===== src/rtl/fcwd_pkg.sv =====
// shared constants and types for the fieldbus command word decoder
package fcwd_pkg;

    // command word width
    localparam int unsigned CMD_WIDTH = 32;

    // lower-word bit positions
    localparam int unsigned BIT_STOP       = 0;
    localparam int unsigned BIT_START      = 1;
    localparam int unsigned BIT_REVERSE    = 2;
    localparam int unsigned BIT_FAULT_CLR  = 4;
    localparam int unsigned BIT_EXT_SELECT = 5;

    // bit positions from 6 upward, spanning lower and upper word
    localparam int unsigned BIT_RUN_BLOCK      = 6;
    localparam int unsigned BIT_RAMPED_HALT    = 7;
    localparam int unsigned BIT_URGENT_HALT    = 8;
    localparam int unsigned BIT_FREEWHEEL_HALT = 9;
    localparam int unsigned BIT_SECOND_RAMP    = 10;
    localparam int unsigned BIT_RAMP_OUT_ZERO  = 11;
    localparam int unsigned BIT_RAMP_FREEZE    = 12;
    localparam int unsigned BIT_RAMP_IN_ZERO   = 13;
    localparam int unsigned BIT_LOCAL_LOCK     = 14;
    localparam int unsigned BIT_SECOND_TORQUE  = 15;
    localparam int unsigned BIT_TAKE_COMMAND   = 16;
    localparam int unsigned BIT_TAKE_SETPOINT  = 17;
    localparam int unsigned BIT_RUN_BLOCK_ALT  = 18;
    localparam int unsigned BIT_APP_LO         = 22;
    localparam int unsigned APP_FLAG_COUNT     = 4;

    // bits the block stores; reserved bits 3, 19..21, 26..31 drop out
    localparam logic [CMD_WIDTH-1:0] CMD_KEEP_MASK = 32'h03C7_FFF7;

    // command word value after reset
    localparam logic [CMD_WIDTH-1:0] CMD_RESET_VALUE = 32'h0000_0000;

    // selected stop behaviour
    typedef enum logic [1:0] {
        FCWD_HALT_RAMPED,
        FCWD_HALT_URGENT,
        FCWD_HALT_FREEWHEEL
    } fcwd_halt_type;

endpackage


===== src/rtl/fcwd_word_reg.sv =====
// holding register for the fieldbus command word
`timescale 1ns/100ps

module fcwd_word_reg (
    // clock and reset
    input  wire logic                            mclk,
    input  wire logic                            rstn,
    // write side
    input  wire logic                            wr_stb,
    input  wire logic [fcwd_pkg::CMD_WIDTH-1:0]  wr_data,
    // held word and write marker
    output logic      [fcwd_pkg::CMD_WIDTH-1:0]  word_q,
    output logic                                 wr_seen_q
);
    import fcwd_pkg::*;

    logic [CMD_WIDTH-1:0] word_d;   // next held word
    logic                 seen_d;   // next write marker

    ////////////////////////////////////////////////////////////////////////
    // next value: word taken as written, reserved bits masked off
    always_comb begin
        word_d = word_q;
        seen_d = 1'b0;
        if (wr_stb) begin
            word_d = wr_data & CMD_KEEP_MASK;
            seen_d = 1'b1;
        end
    end

    ////////////////////////////////////////////////////////////////////////
    // registers
    always_ff @(posedge mclk or negedge rstn) begin
        if (!rstn) begin
            word_q    <= CMD_RESET_VALUE;
            wr_seen_q <= 1'b0;
        end else begin
            word_q    <= word_d;
            wr_seen_q <= seen_d;
        end
    end

endmodule


===== src/rtl/fcwd_decode.sv =====
// decoder of the fieldbus command word into drive control levels
`timescale 1ns/100ps

module fcwd_decode (
    // clock and reset
    input  wire logic                               mclk,
    input  wire logic                               rstn,
    // command word write from the fieldbus interface
    input  wire logic                               cmd_wr,
    input  wire logic [fcwd_pkg::CMD_WIDTH-1:0]     cmd_data,
    // configuration from drive parameters
    input  wire logic                               run_enable_from_bus,
    input  wire logic                               run_enable_local,
    input  wire fcwd_pkg::fcwd_halt_type            param_halt_mode,
    // stop and start controls
    output logic                                    stop_request,
    output fcwd_pkg::fcwd_halt_type                 halt_mode,
    output logic                                    ramped_halt_select,
    output logic                                    urgent_halt_select,
    output logic                                    freewheel_halt_select,
    output logic                                    start_request,
    output logic                                    reverse_request,
    output logic                                    ext_location_two,
    output logic                                    fault_clear_pulse,
    output logic                                    run_enable,
    // ramp generator controls
    output logic                                    ramp_out_zero,
    output logic                                    ramp_freeze,
    output logic                                    ramp_in_zero,
    // control location takeover
    output logic                                    bus_takeover_command,
    output logic                                    bus_takeover_setpoint,
    // application flags
    output logic [fcwd_pkg::APP_FLAG_COUNT-1:0]     app_flags
);
    import fcwd_pkg::*;

    ////////////////////////////////////////////////////////////////////////
    // held word
    logic [CMD_WIDTH-1:0] word_q;      // latest accepted command word
    logic                 wr_seen_q;   // one cycle after each write

    // masks reserved bits on entry and marks each write
    fcwd_word_reg u_word (
        .mclk      (mclk),
        .rstn      (rstn),
        .wr_stb    (cmd_wr),
        .wr_data   (cmd_data),
        .word_q    (word_q),
        .wr_seen_q (wr_seen_q)
    );

    ////////////////////////////////////////////////////////////////////////
    // stop mode choice; coast outranks urgent outranks ramped when
    // several request bits are set, the least energetic stop wins
    function automatic fcwd_halt_type pick_halt(
        input logic [CMD_WIDTH-1:0] w,
        input fcwd_halt_type        fallback
    );
        fcwd_halt_type m;
        // fallback stands unless a request bit is set
        m = fallback;
        if (w[BIT_FREEWHEEL_HALT]) begin
            m = FCWD_HALT_FREEWHEEL;
        end else if (w[BIT_URGENT_HALT]) begin
            m = FCWD_HALT_URGENT;
        end else if (w[BIT_RAMPED_HALT]) begin
            m = FCWD_HALT_RAMPED;
        end
        return m;
    endfunction

    ////////////////////////////////////////////////////////////////////////
    // fault clear edge tracking
    logic fclr_prev_q;   // bit 4 as of the previous accepted word
    logic fclr_prev_d;   // next value
    logic fclr_pulse_q;  // registered clear pulse
    logic fclr_pulse_d;  // next value

    // edge only counted once per write, so a steady 1 rewritten is quiet
    always_comb begin
        fclr_prev_d  = fclr_prev_q;
        fclr_pulse_d = 1'b0;
        if (wr_seen_q) begin
            fclr_prev_d  = word_q[BIT_FAULT_CLR];
            fclr_pulse_d = word_q[BIT_FAULT_CLR] & ~fclr_prev_q;
        end
    end

    // edge history and pulse registers
    always_ff @(posedge mclk or negedge rstn) begin
        if (!rstn) begin
            // reset: no history, no pulse
            fclr_prev_q  <= 1'b0;
            fclr_pulse_q <= 1'b0;
        end else begin
            // run: register edge history and pulse
            fclr_prev_q  <= fclr_prev_d;
            fclr_pulse_q <= fclr_pulse_d;
        end
    end

    // pulse leaves straight from its flip-flop
    assign fault_clear_pulse = fclr_pulse_q;

    ////////////////////////////////////////////////////////////////////////
    // decoded control levels
    logic                      stop_q,   stop_d;    // stop request
    fcwd_halt_type             mode_q,   mode_d;    // effective stop mode
    logic                      rhs_q,    rhs_d;     // ramped stop bit
    logic                      uhs_q,    uhs_d;     // urgent stop bit
    logic                      fhs_q,    fhs_d;     // coast stop bit
    logic                      start_q,  start_d;   // start request
    logic                      rev_q,    rev_d;     // reverse request
    logic                      ext_q,    ext_d;     // location two select
    logic                      run_q,    run_d;     // run enable
    logic                      roz_q,    roz_d;     // ramp output zero
    logic                      rfz_q,    rfz_d;     // ramp hold
    logic                      riz_q,    riz_d;     // ramp input zero
    logic                      tcmd_q,   tcmd_d;    // command takeover
    logic                      tsp_q,    tsp_d;     // setpoint takeover
    logic [APP_FLAG_COUNT-1:0] app_q,    app_d;     // application flags

    // next values from the held word; run enable and the fallback stop mode can also come from the configuration inputs
    always_comb begin
        stop_d  = word_q[BIT_STOP];
        mode_d  = pick_halt(word_q, param_halt_mode);
        rhs_d   = word_q[BIT_RAMPED_HALT];
        uhs_d   = word_q[BIT_URGENT_HALT];
        fhs_d   = word_q[BIT_FREEWHEEL_HALT];
        // lower word bits pass through as levels
        start_d = word_q[BIT_START];
        rev_d   = word_q[BIT_REVERSE];
        ext_d   = word_q[BIT_EXT_SELECT];
        // bus-sourced run enable follows bit 6 inverted
        if (run_enable_from_bus) begin
            run_d = ~word_q[BIT_RUN_BLOCK];
        end else begin
            run_d = run_enable_local;
        end
        roz_d   = word_q[BIT_RAMP_OUT_ZERO];
        rfz_d   = word_q[BIT_RAMP_FREEZE];
        riz_d   = word_q[BIT_RAMP_IN_ZERO];
        tcmd_d  = word_q[BIT_TAKE_COMMAND];
        tsp_d   = word_q[BIT_TAKE_SETPOINT];
        app_d   = word_q[BIT_APP_LO +: APP_FLAG_COUNT];
        // bits 10, 14, 15, 18 are held but nothing reads them
    end

    // register the decoded levels
    always_ff @(posedge mclk or negedge rstn) begin
        if (!rstn) begin
            // reset: all levels quiet, ramped stop mode
            stop_q  <= 1'b0;
            mode_q  <= FCWD_HALT_RAMPED;
            rhs_q   <= 1'b0;
            uhs_q   <= 1'b0;
            fhs_q   <= 1'b0;
            start_q <= 1'b0;
            rev_q   <= 1'b0;
            ext_q   <= 1'b0;
            run_q   <= 1'b0;
            roz_q   <= 1'b0;
            rfz_q   <= 1'b0;
            riz_q   <= 1'b0;
            tcmd_q  <= 1'b0;
            tsp_q   <= 1'b0;
            app_q   <= '0;
        end else begin
            // run: load the next values
            stop_q  <= stop_d;
            mode_q  <= mode_d;
            rhs_q   <= rhs_d;
            uhs_q   <= uhs_d;
            fhs_q   <= fhs_d;
            start_q <= start_d;
            rev_q   <= rev_d;
            ext_q   <= ext_d;
            run_q   <= run_d;
            roz_q   <= roz_d;
            rfz_q   <= rfz_d;
            riz_q   <= riz_d;
            tcmd_q  <= tcmd_d;
            tsp_q   <= tsp_d;
            app_q   <= app_d;
        end
    end

    // latency: a write taken on one edge updates the held word there, and
    // the decoded levels follow one edge later; the fault clear pulse
    // rises on that same later edge and lasts one cycle

    ////////////////////////////////////////////////////////////////////////
    // outputs
    // each output is read straight from its flip-flop
    assign stop_request          = stop_q;
    assign halt_mode             = mode_q;
    assign ramped_halt_select    = rhs_q;
    assign urgent_halt_select    = uhs_q;
    assign freewheel_halt_select = fhs_q;
    assign start_request         = start_q;
    assign reverse_request       = rev_q;
    assign ext_location_two      = ext_q;
    assign run_enable            = run_q;
    assign ramp_out_zero         = roz_q;
    assign ramp_freeze           = rfz_q;
    assign ramp_in_zero          = riz_q;
    assign bus_takeover_command  = tcmd_q;
    assign bus_takeover_setpoint = tsp_q;
    assign app_flags             = app_q;

endmodule


===== config.mk =====
export PLATFORM = sky130hd
export DESIGN_NAME = fcwd_decode
export DESIGN_NICKNAME = d
export VERILOG_FILES = /design/src/rtl/fcwd_pkg.sv /design/src/rtl/fcwd_word_reg.sv /design/src/rtl/fcwd_decode.sv
export SDC_FILE = /design/constraint.sdc
export NUM_CORES = 1
export LEC_CHECK = 0
export BUFFER_PORTS_ARGS = -buffer_cell sky130_fd_sc_hd__clkbuf_2
export CAP_MARGIN = 10
export CELL_PAD_IN_SITES_DETAIL_PLACEMENT = 0
export CELL_PAD_IN_SITES_GLOBAL_PLACEMENT = 1
export CORE_ASPECT_RATIO = 0.9
export CORE_UTILIZATION = 36
export DETAILED_ROUTE_END_ITERATION = 16
export HOLD_SLACK_MARGIN = 0.02
export PLACE_DENSITY = 0.83
export SYNTH_ARGS = -nofsm -noshare
export SYNTH_HDL_FRONTEND = slang
export SYNTH_SLANG_ARGS = --single-unit

===== constraint.sdc =====
create_clock -name mclk -period 1 [get_ports mclk]
set_input_delay 0.05 -clock mclk [delete_from_list [all_inputs] [get_ports mclk]]
set_output_delay 0.05 -clock mclk [all_outputs]
set_load 0.05 [all_outputs]

==> out/results.tsv <==
stage	metric	value	unit
cells_and_area	layout-drive-gt1-share	48.3	%
logic_synthesis	synth_largest_area_cell	dfrtp_1	
worst_setup_path	rrSetupSlack	0.20	ns
worst_setup_path	reg2regPathDepth	1	
logic_synthesis	synth_top_area_share	75.9	%
floorplan	fp.dieArea	3910	um2
worst_setup_path	critPathLaunch	app_flags[0]$_DFF_PN0_	
place	port_buffers	44	
logic_synthesis	synth-edff-count	0	
worst_setup_path	path_max_fanout	1	
timing	fin_hold_ws	0.0763	ns
timing	slew_headroom	81.0	%
worst_setup_path	critPathMaxStageDelay	0.34	ns
logic_synthesis	async_reset_ff_share	100	%
place	hpwl	1470	um
worst_setup_path	critical-path-top-delay-family	flip-flops	
worst_setup_path	worst_r2r_endpoint	u_word.word_q[9]$_DFFE_PN0P_	
hold_path	hold_class	input port to flip-flop	
timing	setup_slack	0.0476	ns
floorplan	ios	59	
worst_setup_path	path_cells	clkbuf_2	
global_route	grt_first_pass_wirelength	3770	um
detailed_routing	drt_wl_total	2330	um
detailed_routing	initialDrtViolationCount	35	
logic_synthesis	syn_nets	111	
floorplan	rows	20	
worst_setup_path	cp_num_buf_inv	1	
clock_tree	post-cts-setup-buffers	0	
worst_setup_path	critPathSlowestCell	dfrtp_1	
timing	finalCritPeriodShare	95.2	%
hold_path	hold_depth	2	
floorplan	core_area	3430	um2
power_and_ir_drop	power.density	1950	nW/um2
logic_synthesis	syn_inst	72	
timing	hold_violations	0	
worst_setup_path	end_kind	primary output	
power_and_ir_drop	power	3.79	mW
outcome	outcome	completed	
global_route	grt_max_degree	41	
clock_tree	cts_buffer_depth	2	
clock_tree	clk_pin_slew	0.07	ns
floorplan	die_y	59.4	um
place	routabilityCongestion	0.620	
global_route	antenna_found_initial	0	
detailed_routing	drc	0	
logic_synthesis	synthDistinctLibCells	13	
job	drv_cap	0	
clock_tree	cts_tree	done	
cells_and_area	insertedDiodeCount	0	
cells_and_area	fin_nets	185	
detailed_routing	first_pass_iters	3	
global_route	grt_overflow_total	0	
cells_and_area	syn_to_final_growth	47.4	%
hold_path	holdPathEnd	u_word.wr_seen_q$_DFF_PN0_	
floorplan	start_util	38.5	%
clock_tree	cts_root_buf	clkbuf_8	
worst_setup_path	cp_data_arrival_time	0.90	ns
timing	setup_viol	0	
logic_synthesis	yosysWarnings	0	
worst_setup_path	start_kind	flip-flop	
worst_setup_path	reg2reg_from	u_word.word_q[9]$_DFFE_PN0P_	
clock_tree	cts.sinks	40	
timing	rsz0062_at_grt	false	
global_route	grt_pass1_vias	934	
logic_synthesis	postSynthAreaPerCell	18.3	um2
clock_tree	cts_buffers	5	
clock_tree	worstSkewPairLatency	0.28	ns
timing	fmax	1050	MHz
clock_tree	cts_htree_levels	2	
power_and_ir_drop	vdd_ir_drop_max	1.15	mV
logic_synthesis	yosysMostFrequentCell	dfrtp_1	
logic_synthesis	yosysSeqAreaShare	75.9	%
timing	slew_viol_final	0	
logic_synthesis	ys_seq_elements	40	
place	numPlacedInstances	160	
power_and_ir_drop	cellLeakagePower	0.966	nW
detailed_routing	vias	822	
worst_setup_path	crit_type	flip-flop to primary output	
hold_path	hold_start	cmd_wr	
timing	tightest_slew	0.286	ns
detailed_routing	via_per_inst	4.30	
timing	final.setup.tns	0	ns
logic_synthesis	netlist_area	1320	um2
worst_setup_path	path_depth	1	
timing	clock_skew	0.00184	ns
place	pre_cts_slack	0.187	ns
logic_synthesis	synth_common_cells	dfrtp_1, mux2_2, mux2_4	
detailed_routing	antenna_left	0	
timing	post-route-min-period	0.952	ns
cells_and_area	layout.cells.non_filler	191	
floorplan	die_x	65.8	um
global_route	grt.total_usage	13.3	%
logic_synthesis	synth_flop_cell	dfrtp_1	
detailed_routing	wl_per_cell	12.2	um
logic_synthesis	synthTopCellsByArea	dfrtp_1, mux2_4, mux2_2	
cells_and_area	nFillCells	287	
worst_setup_path	cp.required	0.95	ns
layer usage:
metal  vias up  global-route usage [%]  wire [um]
met5         -                       0          0
met4         0                    3.73         16
met3         2                    6.15        172
met2        35                    25.9       1220
met1       404                    12.3        916
li1        381                       -          -
area by class of cell:
class                           count  area, um2  area share (%)
Sequential cell                    40       1000            51.5
Timing Repair Buffer               69        490            25.2
Multi-Input combinational cell     27        275            14.2
Clock buffer                        5       68.8            3.54
Tap cell                           44       55.1            2.83
Clock inverter                      3       42.5            2.19
Inverter                            3       11.3           0.579
report_power, final:
part	switching, mW	leakage (nW)	internal [mW]
registers	0.0703	0.471	1.78
clock network	0.526	0.0541	0.737
logic	0.430	0.440	0.253
sequential cells by signal, indices dropped and copies added, names as in the netlist:
register / cells
u_word.wr_seen_q: 1
fclr_prev_q: 1
ramp_out_zero: 1
bus_takeover_setpoint: 1
freewheel_halt_select: 1
ramp_in_zero: 1
fault_clear_pulse: 1
reverse_request: 1
ramped_halt_select: 1
run_enable: 1
bus_takeover_command: 1
urgent_halt_select: 1
ext_location_two: 1
stop_request: 1
start_request: 1
app_flags: 4
halt_mode: 2
u_word.word_q: 18
ramp_freeze: 1
placed cells by master, fill, tap and decap left out, drive strengths merged:
cell type	n
clkbuf	46
o21ai	2
mux2	17
buf	5
clkinv	1
a21oi	1
nand2b	1
clkinvlp	1
dfrtp	40
inv	3
nor2	2
a21o	1
mux2i	1
bufinv	1
dlygate4sd3	23
nand2	2
worst max-delay path by stage:
stage / end
after floorplan: u_word.word_q[9]$_DFFE_PN0P_
after global placement: u_word.word_q[25]$_DFFE_PN0P_
after detailed placement: u_word.word_q[24]$_DFFE_PN0P_
after CTS: start_request
after global routing: start_request
final: app_flags[0]
cell families (layout without fill, tap and decap cells):
| kind of cell | Yosys count | after routing | share of synthesized area (%) |
|---|---|---|---|
| DFF | 40 | 40 | 75.9 |
| muxes | 18 | 18 | 17.6 |
| and+or+nand+nor | 5 | 5 | 1.61 |
| buffers and inverters | 5 | 80 | 3.23 |
| AOI/OAI and AO/OA | 4 | 4 | 1.71 |
through the flow:
| step | area, um2 | util [%] |
|---|---|---|
| after detailed placement | 1600 | 46.8 |
| after floorplan | 1320 | - |
| after global placement | 1600 | 46.8 |
| final | 1940 | 56.7 |
| after CTS | 1940 | 56.7 |
| after global routing | 1940 | 56.7 |
timing repair:
item	CTS	global route
endpoints found under the hold margin	61	0
gates resized for setup	0	3
hold buffers	23	0
setup endpoints to repair	0	3
(Power assumes the default switching activity.)
